$ cat src/pkg/conv_cfg_pkg.sv
// constants shared by the conversion configuration registers and the conversion scheduler
package conv_cfg_pkg;
  localparam int BYTE_W = 8;
  localparam int SCHED_W = 3;
  // scratchpad offsets and reset values
  localparam logic [7:0] SETUP_OFFSET = 8'h04;
  localparam logic [7:0] LINK_OFFSET = 8'h05;
  localparam logic [7:0] SETUP_RESET = 8'h70;
  localparam logic [7:0] LINK_RESET = 8'h80;
  localparam logic [7:0] READ_MISS = 8'h00;
  // conversion_setup field positions
  localparam int FMT_BIT = 7;
  localparam int RSVD_BIT = 6;
  localparam int DUR_BIT = 5;
  localparam int ALERT_BIT = 4;
  localparam int AVG_BIT = 3;
  localparam int SCHED_MSB = 2;
  localparam int SCHED_LSB = 0;
  // link_and_protection_setup field positions
  localparam int FAST_BIT = 7;
  localparam int SRC_MSB = 6;
  localparam int SRC_LSB = 5;
  localparam int ARB_MSB = 4;
  localparam int ARB_LSB = 3;
  localparam int HYST_MSB = 2;
  localparam int HYST_LSB = 1;
  localparam int LOCK_BIT = 0;
  // schedule codes while bus powered
  localparam logic [2:0] SCHED_ONE_SHOT = 3'h0;
  localparam logic [2:0] SCHED_STACKED = 3'h1;
  localparam logic [2:0] SCHED_AUTO = 3'h2;
  localparam logic [2:0] AVG_LAST = 3'h7;
  localparam logic [4:0] HYST_STEP_DEGC = 5'h05;
  // timing: one tick every TICK_US microseconds
  localparam int CLK_PERIOD_NS = 25;
  localparam int TICK_US = 500;
  localparam int TICK_CYCLES_DEFAULT = (TICK_US * 1000 + CLK_PERIOD_NS - 1) / CLK_PERIOD_NS;
  localparam int CONV_SHORT_US = 3000;
  localparam int CONV_LONG_US = 5500;
  localparam logic [3:0] CONV_SHORT_TICKS = 4'(CONV_SHORT_US / TICK_US);
  localparam logic [3:0] CONV_LONG_TICKS = 4'(CONV_LONG_US / TICK_US);
  localparam int PERIOD_MAX_MS = 8000;
  localparam logic [13:0] PERIOD_MAX_TICKS = 14'(PERIOD_MAX_MS * 1000 / TICK_US);
  localparam int STAGGER_US = 500;
  localparam logic [7:0] STAGGER_TICKS = 8'((STAGGER_US + TICK_US - 1) / TICK_US);
endpackage

$ cat src/verilog/conv_scheduler.sv
// conversion scheduler: start sources, stagger delay, timed conversions and averaging
`timescale 1ns/10ps
module conv_scheduler #(
  parameter int unsigned TICK_CYCLES = conv_cfg_pkg::TICK_CYCLES_DEFAULT
) (
  // clock and reset
  input wire logic i_clk,
  input wire logic i_rst_n,
  // settings
  input wire logic i_convert_cmd,
  input wire logic i_supply_powered,
  input wire logic [conv_cfg_pkg::SCHED_W-1:0] i_schedule,
  input wire logic i_duration_long,
  input wire logic i_averaging,
  input wire logic i_format,
  input wire logic [conv_cfg_pkg::BYTE_W-1:0] i_short_address,
  // conversion status
  output logic o_busy,
  output logic o_adc_running,
  output logic o_sample_done,
  output logic o_result_ready,
  output logic o_format,
  output logic o_averaging
);
  import conv_cfg_pkg::*;

  typedef enum logic [1:0] {IDLE, STAGGER, CONVERT} sched_state_t;

  localparam logic [15:0] TICK_LAST = 16'(TICK_CYCLES - 1);

  function automatic logic [13:0] period_ticks(input logic [2:0] code);
    period_ticks = PERIOD_MAX_TICKS >> (code - 3'h1);
  endfunction

  function automatic logic [3:0] conv_ticks(input logic long_sel);
    conv_ticks = long_sel ? CONV_LONG_TICKS : CONV_SHORT_TICKS;
  endfunction

  sched_state_t state;
  logic [15:0] tick_cnt;
  logic [13:0] period_cnt;
  logic [15:0] wait_cnt;
  logic [3:0] conv_cnt;
  logic [2:0] samples;
  logic dur_long;

  wire tick = tick_cnt == TICK_LAST;
  wire periodic = i_supply_powered && i_schedule != SCHED_ONE_SHOT;
  wire stacked = !i_supply_powered && i_schedule == SCHED_STACKED;
  wire auto_run = !i_supply_powered && i_schedule == SCHED_AUTO;
  wire period_due = periodic && tick && period_cnt == 14'h0001;
  wire start_req = state == IDLE && ((i_convert_cmd && !periodic) || period_due || auto_run);
  wire conv_end = state == CONVERT && tick && conv_cnt == 4'h1;
  wire last_sample = !o_averaging || samples == AVG_LAST;
  wire [15:0] stagger_delay = 16'(i_short_address * STAGGER_TICKS);

  assign o_busy = state != IDLE;
  assign o_adc_running = state == CONVERT;

  always_ff @(posedge i_clk or negedge i_rst_n) begin
    if (!i_rst_n) begin
      tick_cnt <= 16'h0000;
    end else begin
      tick_cnt <= tick ? 16'h0000 : tick_cnt + 16'h0001;
    end
  end

  always_ff @(posedge i_clk or negedge i_rst_n) begin
    if (!i_rst_n) begin
      period_cnt <= PERIOD_MAX_TICKS;
    end else if (!periodic || period_due) begin
      period_cnt <= period_ticks(i_schedule);
    end else if (tick) begin
      period_cnt <= period_cnt - 14'h0001;
    end
  end

  always_ff @(posedge i_clk or negedge i_rst_n) begin
    if (!i_rst_n) begin
      state <= IDLE;
      wait_cnt <= 16'h0000;
      conv_cnt <= 4'h0;
      samples <= 3'h0;
      dur_long <= 1'b0;
      o_format <= 1'b0;
      o_averaging <= 1'b0;
      o_sample_done <= 1'b0;
      o_result_ready <= 1'b0;
    end else begin
      o_sample_done <= conv_end;
      o_result_ready <= conv_end && last_sample;
      unique case (state)
        IDLE: begin
          if (start_req) begin
            dur_long <= i_duration_long;
            o_format <= i_format;
            o_averaging <= i_averaging;
            samples <= 3'h0;
            conv_cnt <= conv_ticks(i_duration_long);
            wait_cnt <= stagger_delay;
            state <= stacked ? STAGGER : CONVERT;
          end
        end
        STAGGER: begin
          if (wait_cnt == 16'h0000) begin
            state <= CONVERT;
          end else if (tick) begin
            wait_cnt <= wait_cnt - 16'h0001;
          end
        end
        CONVERT: begin
          if (conv_end) begin
            if (last_sample) begin
              state <= IDLE;
            end else begin
              samples <= samples + 3'h1;
              conv_cnt <= conv_ticks(dur_long);
            end
          end else if (tick) begin
            conv_cnt <= conv_cnt - 4'h1;
          end
        end
      endcase
    end
  end
endmodule // conv_scheduler

$ cat src/verilog/conversion_config_registers.sv
// conversion configuration registers of the first scratchpad with their conversion control
`timescale 1ns/10ps
module conversion_config_registers #(
  parameter int unsigned TICK_CYCLES = conv_cfg_pkg::TICK_CYCLES_DEFAULT
) (
  // clock and reset
  input wire logic i_clk,
  input wire logic i_resetn,
  // scratchpad write from the link layer
  input wire logic i_wr_strobe,
  input wire logic [conv_cfg_pkg::BYTE_W-1:0] i_wr_offset,
  input wire logic [conv_cfg_pkg::BYTE_W-1:0] i_wr_data,
  // scratchpad read from the link layer
  input wire logic i_rd_strobe,
  input wire logic [conv_cfg_pkg::BYTE_W-1:0] i_rd_offset,
  output logic [conv_cfg_pkg::BYTE_W-1:0] o_rd_data,
  output logic o_rd_hit,
  // link events
  input wire logic i_crc_read_done,
  input wire logic i_std_speed_reset,
  // configuration eeprom
  input wire logic i_copy_scratchpad,
  input wire logic [conv_cfg_pkg::BYTE_W-1:0] i_nv_setup,
  input wire logic [conv_cfg_pkg::BYTE_W-1:0] i_nv_link,
  output logic o_nv_write,
  output logic [conv_cfg_pkg::BYTE_W-1:0] o_nv_setup,
  output logic [conv_cfg_pkg::BYTE_W-1:0] o_nv_link,
  // power and conversion requests
  input wire logic i_supply_powered,
  input wire logic i_convert_cmd,
  input wire logic [conv_cfg_pkg::BYTE_W-1:0] i_short_address,
  // link and protection settings
  output logic o_fast_speed_enable,
  output logic o_lock_active,
  output logic [1:0] o_short_id_source_select,
  output logic o_source_change,
  output logic [1:0] o_arbitration_mode,
  output logic [4:0] o_hysteresis_degc,
  // alert settings
  output logic o_alert_pin_enable,
  output logic o_alert_comparator_mode,
  // conversion status
  output logic o_result_format_select,
  output logic o_averaging_select,
  output logic o_conv_busy,
  output logic o_adc_running,
  output logic o_sample_done,
  output logic o_result_ready
);
  import conv_cfg_pkg::*;

  logic [1:0] rst_sync;
  wire rst_n = rst_sync[1];

  logic loaded;
  logic [7:0] setup;
  logic [3:0] arb_hyst;
  logic lock;
  logic fast;
  logic fast_pending;
  logic [1:0] src_sel;

  wire setup_hit = i_wr_offset == SETUP_OFFSET;
  wire link_hit = i_wr_offset == LINK_OFFSET;
  wire wr_open = i_wr_strobe && loaded && !lock;
  wire setup_wr = wr_open && setup_hit;
  wire link_wr = wr_open && link_hit;
  wire [1:0] wr_src = i_wr_data[SRC_MSB:SRC_LSB];
  wire [7:0] link_value = {fast, src_sel, arb_hyst, lock};
  wire rd_setup = i_rd_offset == SETUP_OFFSET;
  wire rd_link = i_rd_offset == LINK_OFFSET;
  wire [7:0] rd_value = rd_setup ? setup : (rd_link ? link_value : READ_MISS);
  wire [1:0] hyst_code = arb_hyst[HYST_MSB-HYST_LSB:0];
  wire fast_set = link_wr && i_wr_data[FAST_BIT];

  assign o_fast_speed_enable = fast;
  assign o_lock_active = lock;
  assign o_short_id_source_select = src_sel;
  assign o_arbitration_mode = arb_hyst[ARB_MSB-HYST_LSB:ARB_LSB-HYST_LSB];
  assign o_hysteresis_degc = 5'(HYST_STEP_DEGC * ({3'h0, hyst_code} + 5'h01));
  assign o_alert_pin_enable = i_supply_powered;
  assign o_alert_comparator_mode = i_supply_powered && setup[ALERT_BIT];

  always_ff @(posedge i_clk or negedge i_resetn) begin
    if (!i_resetn) begin
      rst_sync <= 2'h0;
    end else begin
      rst_sync <= {rst_sync[0], 1'b1};
    end
  end

  // first cycle after release restores the saved copy
  always_ff @(posedge i_clk or negedge rst_n) begin
    if (!rst_n) begin
      loaded <= 1'b0;
      setup <= SETUP_RESET;
      arb_hyst <= LINK_RESET[ARB_MSB:HYST_LSB];
      lock <= LINK_RESET[LOCK_BIT];
      src_sel <= LINK_RESET[SRC_MSB:SRC_LSB];
      o_source_change <= 1'b0;
    end else if (!loaded) begin
      loaded <= 1'b1;
      setup <= i_nv_setup;
      arb_hyst <= i_nv_link[ARB_MSB:HYST_LSB];
      lock <= i_nv_link[LOCK_BIT];
      src_sel <= LINK_RESET[SRC_MSB:SRC_LSB];
      o_source_change <= 1'b0;
    end else begin
      o_source_change <= link_wr && wr_src != src_sel;
      if (setup_wr) begin
        setup <= i_wr_data;
      end
      if (link_wr) begin
        arb_hyst <= i_wr_data[ARB_MSB:HYST_LSB];
        src_sel <= wr_src;
        lock <= i_wr_data[LOCK_BIT];
      end
    end
  end

  always_ff @(posedge i_clk or negedge rst_n) begin
    if (!rst_n) begin
      fast <= LINK_RESET[FAST_BIT];
      fast_pending <= LINK_RESET[FAST_BIT];
    end else if (!loaded) begin
      fast <= i_nv_link[FAST_BIT];
      fast_pending <= i_nv_link[FAST_BIT];
    end else begin
      if (fast_set) begin
        fast_pending <= 1'b1;
      end else if (i_std_speed_reset) begin
        fast_pending <= 1'b0;
      end
      if (i_crc_read_done && (fast_pending || fast_set)) begin
        fast <= 1'b1;
      end else if (i_std_speed_reset) begin
        fast <= 1'b0;
      end
    end
  end

  always_ff @(posedge i_clk or negedge rst_n) begin
    if (!rst_n) begin
      o_nv_write <= 1'b0;
      o_nv_setup <= SETUP_RESET;
      o_nv_link <= LINK_RESET;
    end else begin
      o_nv_write <= i_copy_scratchpad && loaded;
      if (i_copy_scratchpad && loaded) begin
        o_nv_setup <= setup;
        o_nv_link <= {fast, 2'b00, arb_hyst, lock};
      end
    end
  end

  always_ff @(posedge i_clk or negedge rst_n) begin
    if (!rst_n) begin
      o_rd_data <= READ_MISS;
      o_rd_hit <= 1'b0;
    end else if (i_rd_strobe) begin
      o_rd_data <= rd_value;
      o_rd_hit <= rd_setup || rd_link;
    end else begin
      o_rd_hit <= 1'b0;
    end
  end

  conv_scheduler #(
    .TICK_CYCLES(TICK_CYCLES)
  ) scheduler (
    .i_clk(i_clk),
    .i_rst_n(rst_n),
    .i_convert_cmd(i_convert_cmd && loaded),
    .i_supply_powered(i_supply_powered),
    .i_schedule(setup[SCHED_MSB:SCHED_LSB]),
    .i_duration_long(setup[DUR_BIT]),
    .i_averaging(setup[AVG_BIT]),
    .i_format(setup[FMT_BIT]),
    .i_short_address(i_short_address),
    .o_busy(o_conv_busy),
    .o_adc_running(o_adc_running),
    .o_sample_done(o_sample_done),
    .o_result_ready(o_result_ready),
    .o_format(o_result_format_select),
    .o_averaging(o_averaging_select)
  );
endmodule // conversion_config_registers

$ cat config.mk
export PLATFORM = sky130hd
export DESIGN_NAME = conversion_config_registers
export DESIGN_NICKNAME = d
export VERILOG_FILES = /design/src/pkg/conv_cfg_pkg.sv /design/src/verilog/conv_scheduler.sv /design/src/verilog/conversion_config_registers.sv
export SDC_FILE = /design/constraint.sdc
export NUM_CORES = 1
export LEC_CHECK = 0
export BUFFER_PORTS_ARGS = -buffer_cell sky130_fd_sc_hd__buf_2
export CAP_MARGIN = 20
export CORE_MARGIN = 3
export CORE_UTILIZATION = 45
export CTS_BUF_LIST = sky130_fd_sc_hd__clkbuf_8
export DETAILED_ROUTE_END_ITERATION = 12
export MAX_ROUTING_LAYER = met4
export PLACE_DENSITY = 0.76
export SLEW_MARGIN = 20
export SYNTH_ARGS = -nofsm -noshare
export SYNTH_HDL_FRONTEND = slang
export SYNTH_SLANG_ARGS = --single-unit
$ cat constraint.sdc
create_clock -name i_clk -period 3.82 [get_ports i_clk]
set_input_delay 0.573 -clock i_clk [delete_from_list [all_inputs] [get_ports i_clk]]
set_output_delay 0.573 -clock i_clk [all_outputs]
set_load 0.005 [all_outputs]
==> results of run 1 <==
## layout by cell type (no fill, tap or decap), drive strengths merged, types with 5 or more instances in the layout
| master | Yosys | final |
|---|---|---|
| a22oi | 11 | 11 |
| nor3 | 19 | 19 |
| or3 | 17 | 17 |
| nand4 | 6 | 6 |
| mux2 | 15 | 15 |
| o21ai | 36 | 36 |
| o22a | 7 | 7 |
| a2bb2oi | 6 | 6 |
| a21oi | 29 | 29 |
| nand2b | 8 | 8 |
| buf | 12 | 103 |
| nand2 | 36 | 36 |
| dfstp | 15 | 15 |
| nor4 | 6 | 6 |
| xor2 | 7 | 7 |
| nor2 | 55 | 55 |
| xnor2 | 9 | 9 |
| dfrtp | 90 | 90 |
| ha | 23 | 23 |
| a31oi | 10 | 10 |
| inv | 42 | 45 |
| and2 | 5 | 5 |
| and4 | 5 | 5 |
| nand3 | 19 | 19 |
| o22ai | 13 | 13 |
| clkbuf | 17 | 9 |
| mux2i | 25 | 25 |
## where the power goes
part	switching, mW	internal, mW
Sequential	0.168	1.30
Combinational	0.425	0.348
Clock	0.383	0.365
## worst register-to-register path, stage by stage (launching register included)
cell and delay [ps]:
dfrtp_1 510, inv_1 190, ha_1 270, nand2b_1 170, and2_1 450, a31oi_1 280, or3_4 550, and2_4 250
a22o_1 230
## routing by layer
metal / vias up / share of wire, % / track usage (%) / routed length [um]
met1: 2288 / 46 / 24.8 / 6040
li1: 2261 / - / - / -
met5: - / 0 / - / 0
met3: 15 / 5.9 / 4.32 / 781
met4: 0 / 1.4 / 5.65 / 184
met2: 164 / 47 / 30.7 / 6260
## final timing paths
check                      slack, ps  depth (start not counted)                                 end
min in group i_clk               370                          0               rst_sync[1]$_DFF_PN0_
max reg2reg                      830                          8  scheduler.wait_cnt[15]$_DFFE_PN0P_
min reg2reg                      310                          0                o_nv_write$_DFF_PN0_
min                              310                          0                o_nv_write$_DFF_PN0_
max in group asynchronous       2810                          1                setup[5]$_DFFE_PN1P_
max                              830                          8  scheduler.wait_cnt[15]$_DFFE_PN0P_
## registers in the layout, indices dropped and copies added (netlist names), 2 cells and up
| signal | flops |
|---|---|
| o_rd_data | 8 |
| o_nv_setup | 8 |
| scheduler.tick_cnt | 16 |
| rst_sync | 2 |
| scheduler.samples | 3 |
| scheduler.wait_cnt | 16 |
| o_short_id_source_select | 2 |
| scheduler.period_cnt | 14 |
| scheduler.state | 2 |
| o_nv_link | 6 |
| scheduler.conv_cnt | 4 |
| arb_hyst | 4 |
| setup | 8 |
## cells by family (layout without fill, tap and decap cells)
kind of cell / after synthesis / count (layout) / synth area share (%)
AND/OR/NAND/NOR: 197 / 197 / 18.7
XOR/XNOR: 16 / 16 / 2.43
flip-flops: 105 / 105 / 46.0
buffers and inverters: 71 / 162 / 5.33
adder cells (fa/ha/maj): 23 / 23 / 5.00
AO/OA/AOI/OAI: 133 / 133 / 15.2
other: 2 / 4 / 0.130
multiplexers: 40 / 40 / 7.28
## through the flow
| step | worst slack, ps | util (%) | cells | cell area [sq um] | hold slack [ps] |
|---|---|---|---|---|---|
| 3_5_place_dp | 868 | 51.8 | 830 | 6350 | 338 |
| 3_3_place_gp | 912 | 51.8 | 830 | 6350 | 338 |
| 5_1_grt | 695 | 53.8 | 848 | 6600 | 363 |
| 4_1_cts | 836 | 53.6 | 847 | 6570 | 369 |
| 2_1_floorplan | 705 | - | 589 | 5760 | 277 |
| 6_report | 834 | 53.8 | 848 | 6600 | 312 |
## final cells by class
class	instances	share of cell area, %
inverters	42	2.39
clock inverters	7	1.35
flip-flops and latches	105	40.2
well taps	168	3.19
multi-input cells	413	42.6
repair buffers	104	8.46
clock buffers	9	1.88
## what timing repair did
| item | in CTS | in global routing |
|---|---|---|
| hold buffers | 1 | 0 |
| endpoints found under the hold margin | 2 | 0 |
| setup endpoints to repair | 0 | 0 |
==> metrics.md, run 1 <==
| Metric | Value |
|---|---|
| Status | `complete, no violations` |
| Crit path capture type | `flop` |
| Share of cells above drive strength 1 | `23.8%` |
| Vias in the first global route | `4572` |
| Final setup violation count | `0` |
| Drt drc | `0` |
| Hold Path Class | `reg -> async` |
| Unique masters post-synth | `68` |
| Max-slew violation count | `0` |
| Cell with the most instances after synthesis | `dfrtp_1` |
| Rel. slew slack | `31.4%` |
| Post-cts sizing count | `0` |
| 1st-iter DRT viols | `377` |
| Starting Density | `46.9%` |
| Fin Clk Skew | `9.20 ps` |
| Critical Path RT | `4100 ps` |
| Leading area contributor after synthesis | `dfrtp_1` |
| Crit path max fanout | `22` |
| Max cap viols | `0` |
| GRT Resource Usage Total | `19.3%` |
| Port bufs | `98` |
| FMAX | `0.335 GHz` |
| Routed vias | `4728` |
| Nets | `755` |
| Syn Area/Cell | `9.80 sq um` |
| Clk slew on worst S/H paths | `100 ps` |
| Sequential share of the synthesized area | `46.0%` |
| Grt total ovfl | `0` |
| Main flop type after synthesis | `dfrtp_1` |
| Critical path's top delay family | `simple AND/OR/NAND/NOR gates` |
| Largest net degree at the start of global routing | `88` |
| Crit path from | `setup[0]$_DFFE_PN0P_` |
| Gpl congestion | `0.852` |
| CTS tree | `yes` |
| Router iterations before antenna repair | `5` |
| Critical-path cell list | `inv_1 > ha_1 > nand2b_1 > and2_1 > a31oi_1 > or3_4 > and2_4 > a22o_1` |
| Pwr/cell area | `453 nW/um^2` |
| CP Buf/Inv Count | `1` |
| Mapped Area | `5760 sq um` |
| Fin crit period | `2990 ps` |
| Post-DR vias/cell | `5.58` |
| DIE HEIGHT | `119 um` |
| # rows | `40` |
| WL final | `13300 um` |
| CTS buffer count | `9` |
| Yosys warns | `0` |
| Top cells by area, synth | `dfrtp_1, dfstp_2, ha_1` |
| Final Hold Viols | `0` |
| Multi-input gate area | `2810 sq um` |
| Yosys reg bits | `105` |
| Die area | `14200 sq um` |
| Diodes inserted | `0` |
| Die width | `119 um` |
| Fillcell total | `1067` |
| Pwr Total | `2.99 mW` |
| Leak Pwr | `3.01 nW` |
| RSZ-0062 raised after global routing | `false` |
| EDFF count, synth | `0` |
| Hpwl dp | `9530 um` |
| Critical path's slowest cell | `or3_4` |
| FF-to-FF Start | `setup[0]$_DFFE_PN0P_` |
| Final setup TNS | `0 ps` |
| Least-Margin Pin Slew | `1030 ps` |
| Clock Sinks | `105` |
| Clk Latency, worst-skew pair | `380 ps` |
| Commonest cells in the netlist | `dfrtp_1, nor2_1, inv_1` |
| Critical path class | `reg -> reg` |
| Period utilization | `78.2%` |
| Synth top area share | `39.1%` |
| Antenna-violating nets left | `0` |
| Synth Instances | `587` |
| Reg area | `2650 sq um` |
| Clock Path Buffers | `2` |
| Worst VDD drop | `0.000252 V` |
| CP peak stage delay | `540 ps` |
| Crit path launch type | `flop` |
| First-pass GRT wire length | `21900 um` |
| Worst path arrival time | `3260 ps` |
| # IOs | `103` |
| H-tree depth | `3` |
| Layout area overhead | `14.7%` |
| Core box area | `12300 sq um` |
| Ys async rst share | `100%` |
| Setup Buffers After CTS | `0` |
| Initial antenna violation count | `0` |
| Avg WL per Cell | `15.6 um` |
| Clock tree root buffer cell | `clkbuf_8` |
Note: power is estimated with default switching activity, not from simulation.
==> inputs of run 2 (changes only) <==
- PLACE_DENSITY: 0.76 -> 0.78
- clock period: 3.82 -> 2.5 ns (I/O delays scaled with it)
==> run 2 against run 1 <==
Compared with the run above:
- utilization grew 1.7 points
- combinational power is 68% higher
- highest routed layer unchanged
- global-route usage rose by 1.3 points
- largest power group unchanged
- maximum frequency increased by 23%
- wire length rose by 6.4%
- via count grew 4.5%
- register-to-register slack worse by 750 ps
- clock skew rose by 4.1 ps
- sequential power is 53% higher
- cell area rose by 3.1%
- non-clock buffer count increased by 28
- final cell count is 3.4% higher
==> metrics.md, run 2 (same netlist as run 1, synthesis figures left out) <==
| Metric | Value |
|---|---|
| Status | `complete, no violations (unchanged)` |
| Port bufs | `98 (unchanged)` |
| Pwr/cell area | `668 nW/um^2 (was 453 nW/um^2)` |
| Nets | `784 (was 755)` |
| Period utilization | `96.7% (was 78.2%)` |
| Multi-input gate area | `2860 sq um (was 2810 sq um)` |
| Die area | `14200 sq um (unchanged)` |
| First-pass GRT wire length | `23500 um (was 21900 um)` |
| FMAX | `0.414 GHz (was 0.335 GHz)` |
| Router iterations before antenna repair | `6 (was 5)` |
| Setup ws final | `81.7 ps (was 834 ps)` |
| Die width | `119 um (unchanged)` |
| Clk slew on worst S/H paths | `110 ps (was 100 ps)` |
| Gpl congestion | `0.924 (was 0.852)` |
| DIE HEIGHT | `119 um (unchanged)` |
| Crit path capture type | `flop (unchanged)` |
| Fin crit period | `2420 ps (was 2990 ps)` |
| Leak Pwr | `3.11 nW (was 3.01 nW)` |
| Vias in the first global route | `5098 (was 4572)` |
| Share of cells above drive strength 1 | `27.8% (was 23.8%)` |
| Crit path max fanout | `11 (was 22)` |
| Max-slew violation count | `0 (unchanged)` |
| Max cap viols | `0 (unchanged)` |
| Worst path arrival time | `2690 ps (was 3260 ps)` |
| Hold Path Class | `in -> reg (was reg -> async)` |
| GRT Resource Usage Total | `20.6% (was 19.3%)` |
| Grt total ovfl | `0 (unchanged)` |
| Core box area | `12300 sq um (unchanged)` |
| Drt drc | `0 (unchanged)` |
| RSZ-0062 raised after global routing | `true (was false)` |
| CP peak stage delay | `490 ps (was 540 ps)` |
| # rows | `40 (unchanged)` |
| Hpwl dp | `10400 um (was 9530 um)` |
| WL final | `14100 um (was 13300 um)` |
| Clock Sinks | `105 (unchanged)` |
| Final Hold Viols | `0 (unchanged)` |
| H-tree depth | `3 (unchanged)` |
| Largest net degree at the start of global routing | `51 (was 88)` |
| Layout area overhead | `18.2% (was 14.7%)` |
| Antenna-violating nets left | `0 (unchanged)` |
| Routed vias | `4939 (was 4728)` |
| Hold WS | `213 ps (was 312 ps)` |
| Clock tree root buffer cell | `clkbuf_8 (unchanged)` |
| Rel. slew slack | `55.6% (was 31.4%)` |
| Clock Path Buffers | `2 (unchanged)` |
| Critical path's slowest cell | `or3_4 (unchanged)` |
| Largest regs | `scheduler.tick_cnt x16, scheduler.wait_cnt x16, scheduler.period_cnt x14 (unchanged)` |
| CTS tree | `yes (unchanged)` |
| Post-DR vias/cell | `5.63 (was 5.58)` |
| Final setup violation count | `0 (unchanged)` |
| Diodes inserted | `0 (unchanged)` |
| Avg WL per Cell | `16.1 um (was 15.6 um)` |
| Initial antenna violation count | `0 (unchanged)` |
| Critical-path cell list | `inv_1 > ha_1 > or3b_2 > nand4_1 > a31oi_1 > or3_4 > and2_4 > o22a_1 (was inv_1 > ha_1 > nand2b_1 > and2_1 > a31oi_1 > or3_4 > and2_4 > a22o_1)` |
| Critical Path RT | `2770 ps (was 4100 ps)` |
| Fillcell total | `1060 (was 1067)` |
| Least-Margin Pin Slew | `666 ps (was 1030 ps)` |
| CTS buffer count | `9 (unchanged)` |
| 1st-iter DRT viols | `306 (was 377)` |
| Worst VDD drop | `0.000411 V (was 0.000252 V)` |
| # IOs | `103 (unchanged)` |
| Starting Density | `46.9% (unchanged)` |
| Reg area | `2650 sq um (unchanged)` |
| Critical path class | `reg -> reg (unchanged)` |
| Post-placement worst setup slack | `54.3 ps (was 868 ps)` |
| Most common cell after layout, fill and taps aside | `buf_2 (unchanged)` |
| Clk Latency, worst-skew pair | `380 ps (about the same)` |
| Crit path launch type | `flop (unchanged)` |
| Fin Clk Skew | `13.3 ps (was 9.20 ps)` |
| Commonest cells after routing, fill and taps aside | `buf_2, dfrtp_1, nor2_1 (unchanged)` |
-- run 2: metal layers --
layer / track usage (%) / share of wire [%] / vias up
met5: - / 0 / -
met4: 6.66 / 1.3 / 0
met3: 3.51 / 5.4 / 19
met2: 35.8 / 52 / 180
met1: 24.2 / 41 / 2424
li1: - / - / 2316
-- run 2: power by group --
part	internal, mW	switching [mW]	leakage, nW
sequential	1.99	0.266	1.28
combinational	0.595	0.704	1.74
clock	0.393	0.600	0.0903
total	2.97	1.57	3.11
-- run 2: path summary, 6_finish.rpt --
kind	startpoint	to	slack, ps	depth (start not counted)
worst max-delay path	setup[0]$_DFFE_PN0P_	scheduler.wait_cnt[7]$_DFFE_PN0P_	80	8
worst min-delay path	i_nv_setup[4]	setup[4]$_DFFE_PN1P_	210	3
worst max register to register	setup[0]$_DFFE_PN0P_	scheduler.wait_cnt[7]$_DFFE_PN0P_	80	8
worst min register to register	rst_sync[1]$_DFF_PN0_	o_rd_hit$_DFF_PN0_	370	0
max in group asynchronous	rst_sync[1]$_DFF_PN0_	scheduler.tick_cnt[7]$_DFF_PN0_	1330	1
min in group asynchronous	i_resetn	rst_sync[1]$_DFF_PN0_	290	2
-- run 2: area by class of cell --
type                            count  area share (%)
Inverter                           42            2.32
Clock buffer                       10            2.02
Multi-Input combinational cell    414            42.0
Clock inverter                      6           0.662
Timing Repair Buffer              132            11.0
Tap cell                          168            3.09
Sequential cell                   105            38.9
-- run 2: what timing repair did --
item                                    CTS  global route
endpoints found under the setup margin    0            22
resized for setup                         0             6
hold endpoints to repair                  2             0
buffers inserted                          0             1
hold buffers                              1             0
-- run 2: per-stage QoR --
step                      area [sq um]  setup TNS (ps)  util [%]  instances  power [mW]
after global routing              6800            -253      55.5        877        4.84
after global placement            6560               0      53.5        858        3.45
after CTS                         6750               0      55.1        875        4.53
after floorplan                   5760               0         -        589        3.06
final                             6800               0      55.5        877        4.54
after detailed placement          6560               0      53.5        858        3.54
-- run 2: critical path: cells and delay by family (launching register included) --
kind | cells | cell delay, ps
AOI/OAI and AO/OA | 2 | 340
adders and majority gates | 1 | 150
buffers and inverters | 1 | 90
DFF | 1 | 400
and+or+nand+nor | 4 | 1350
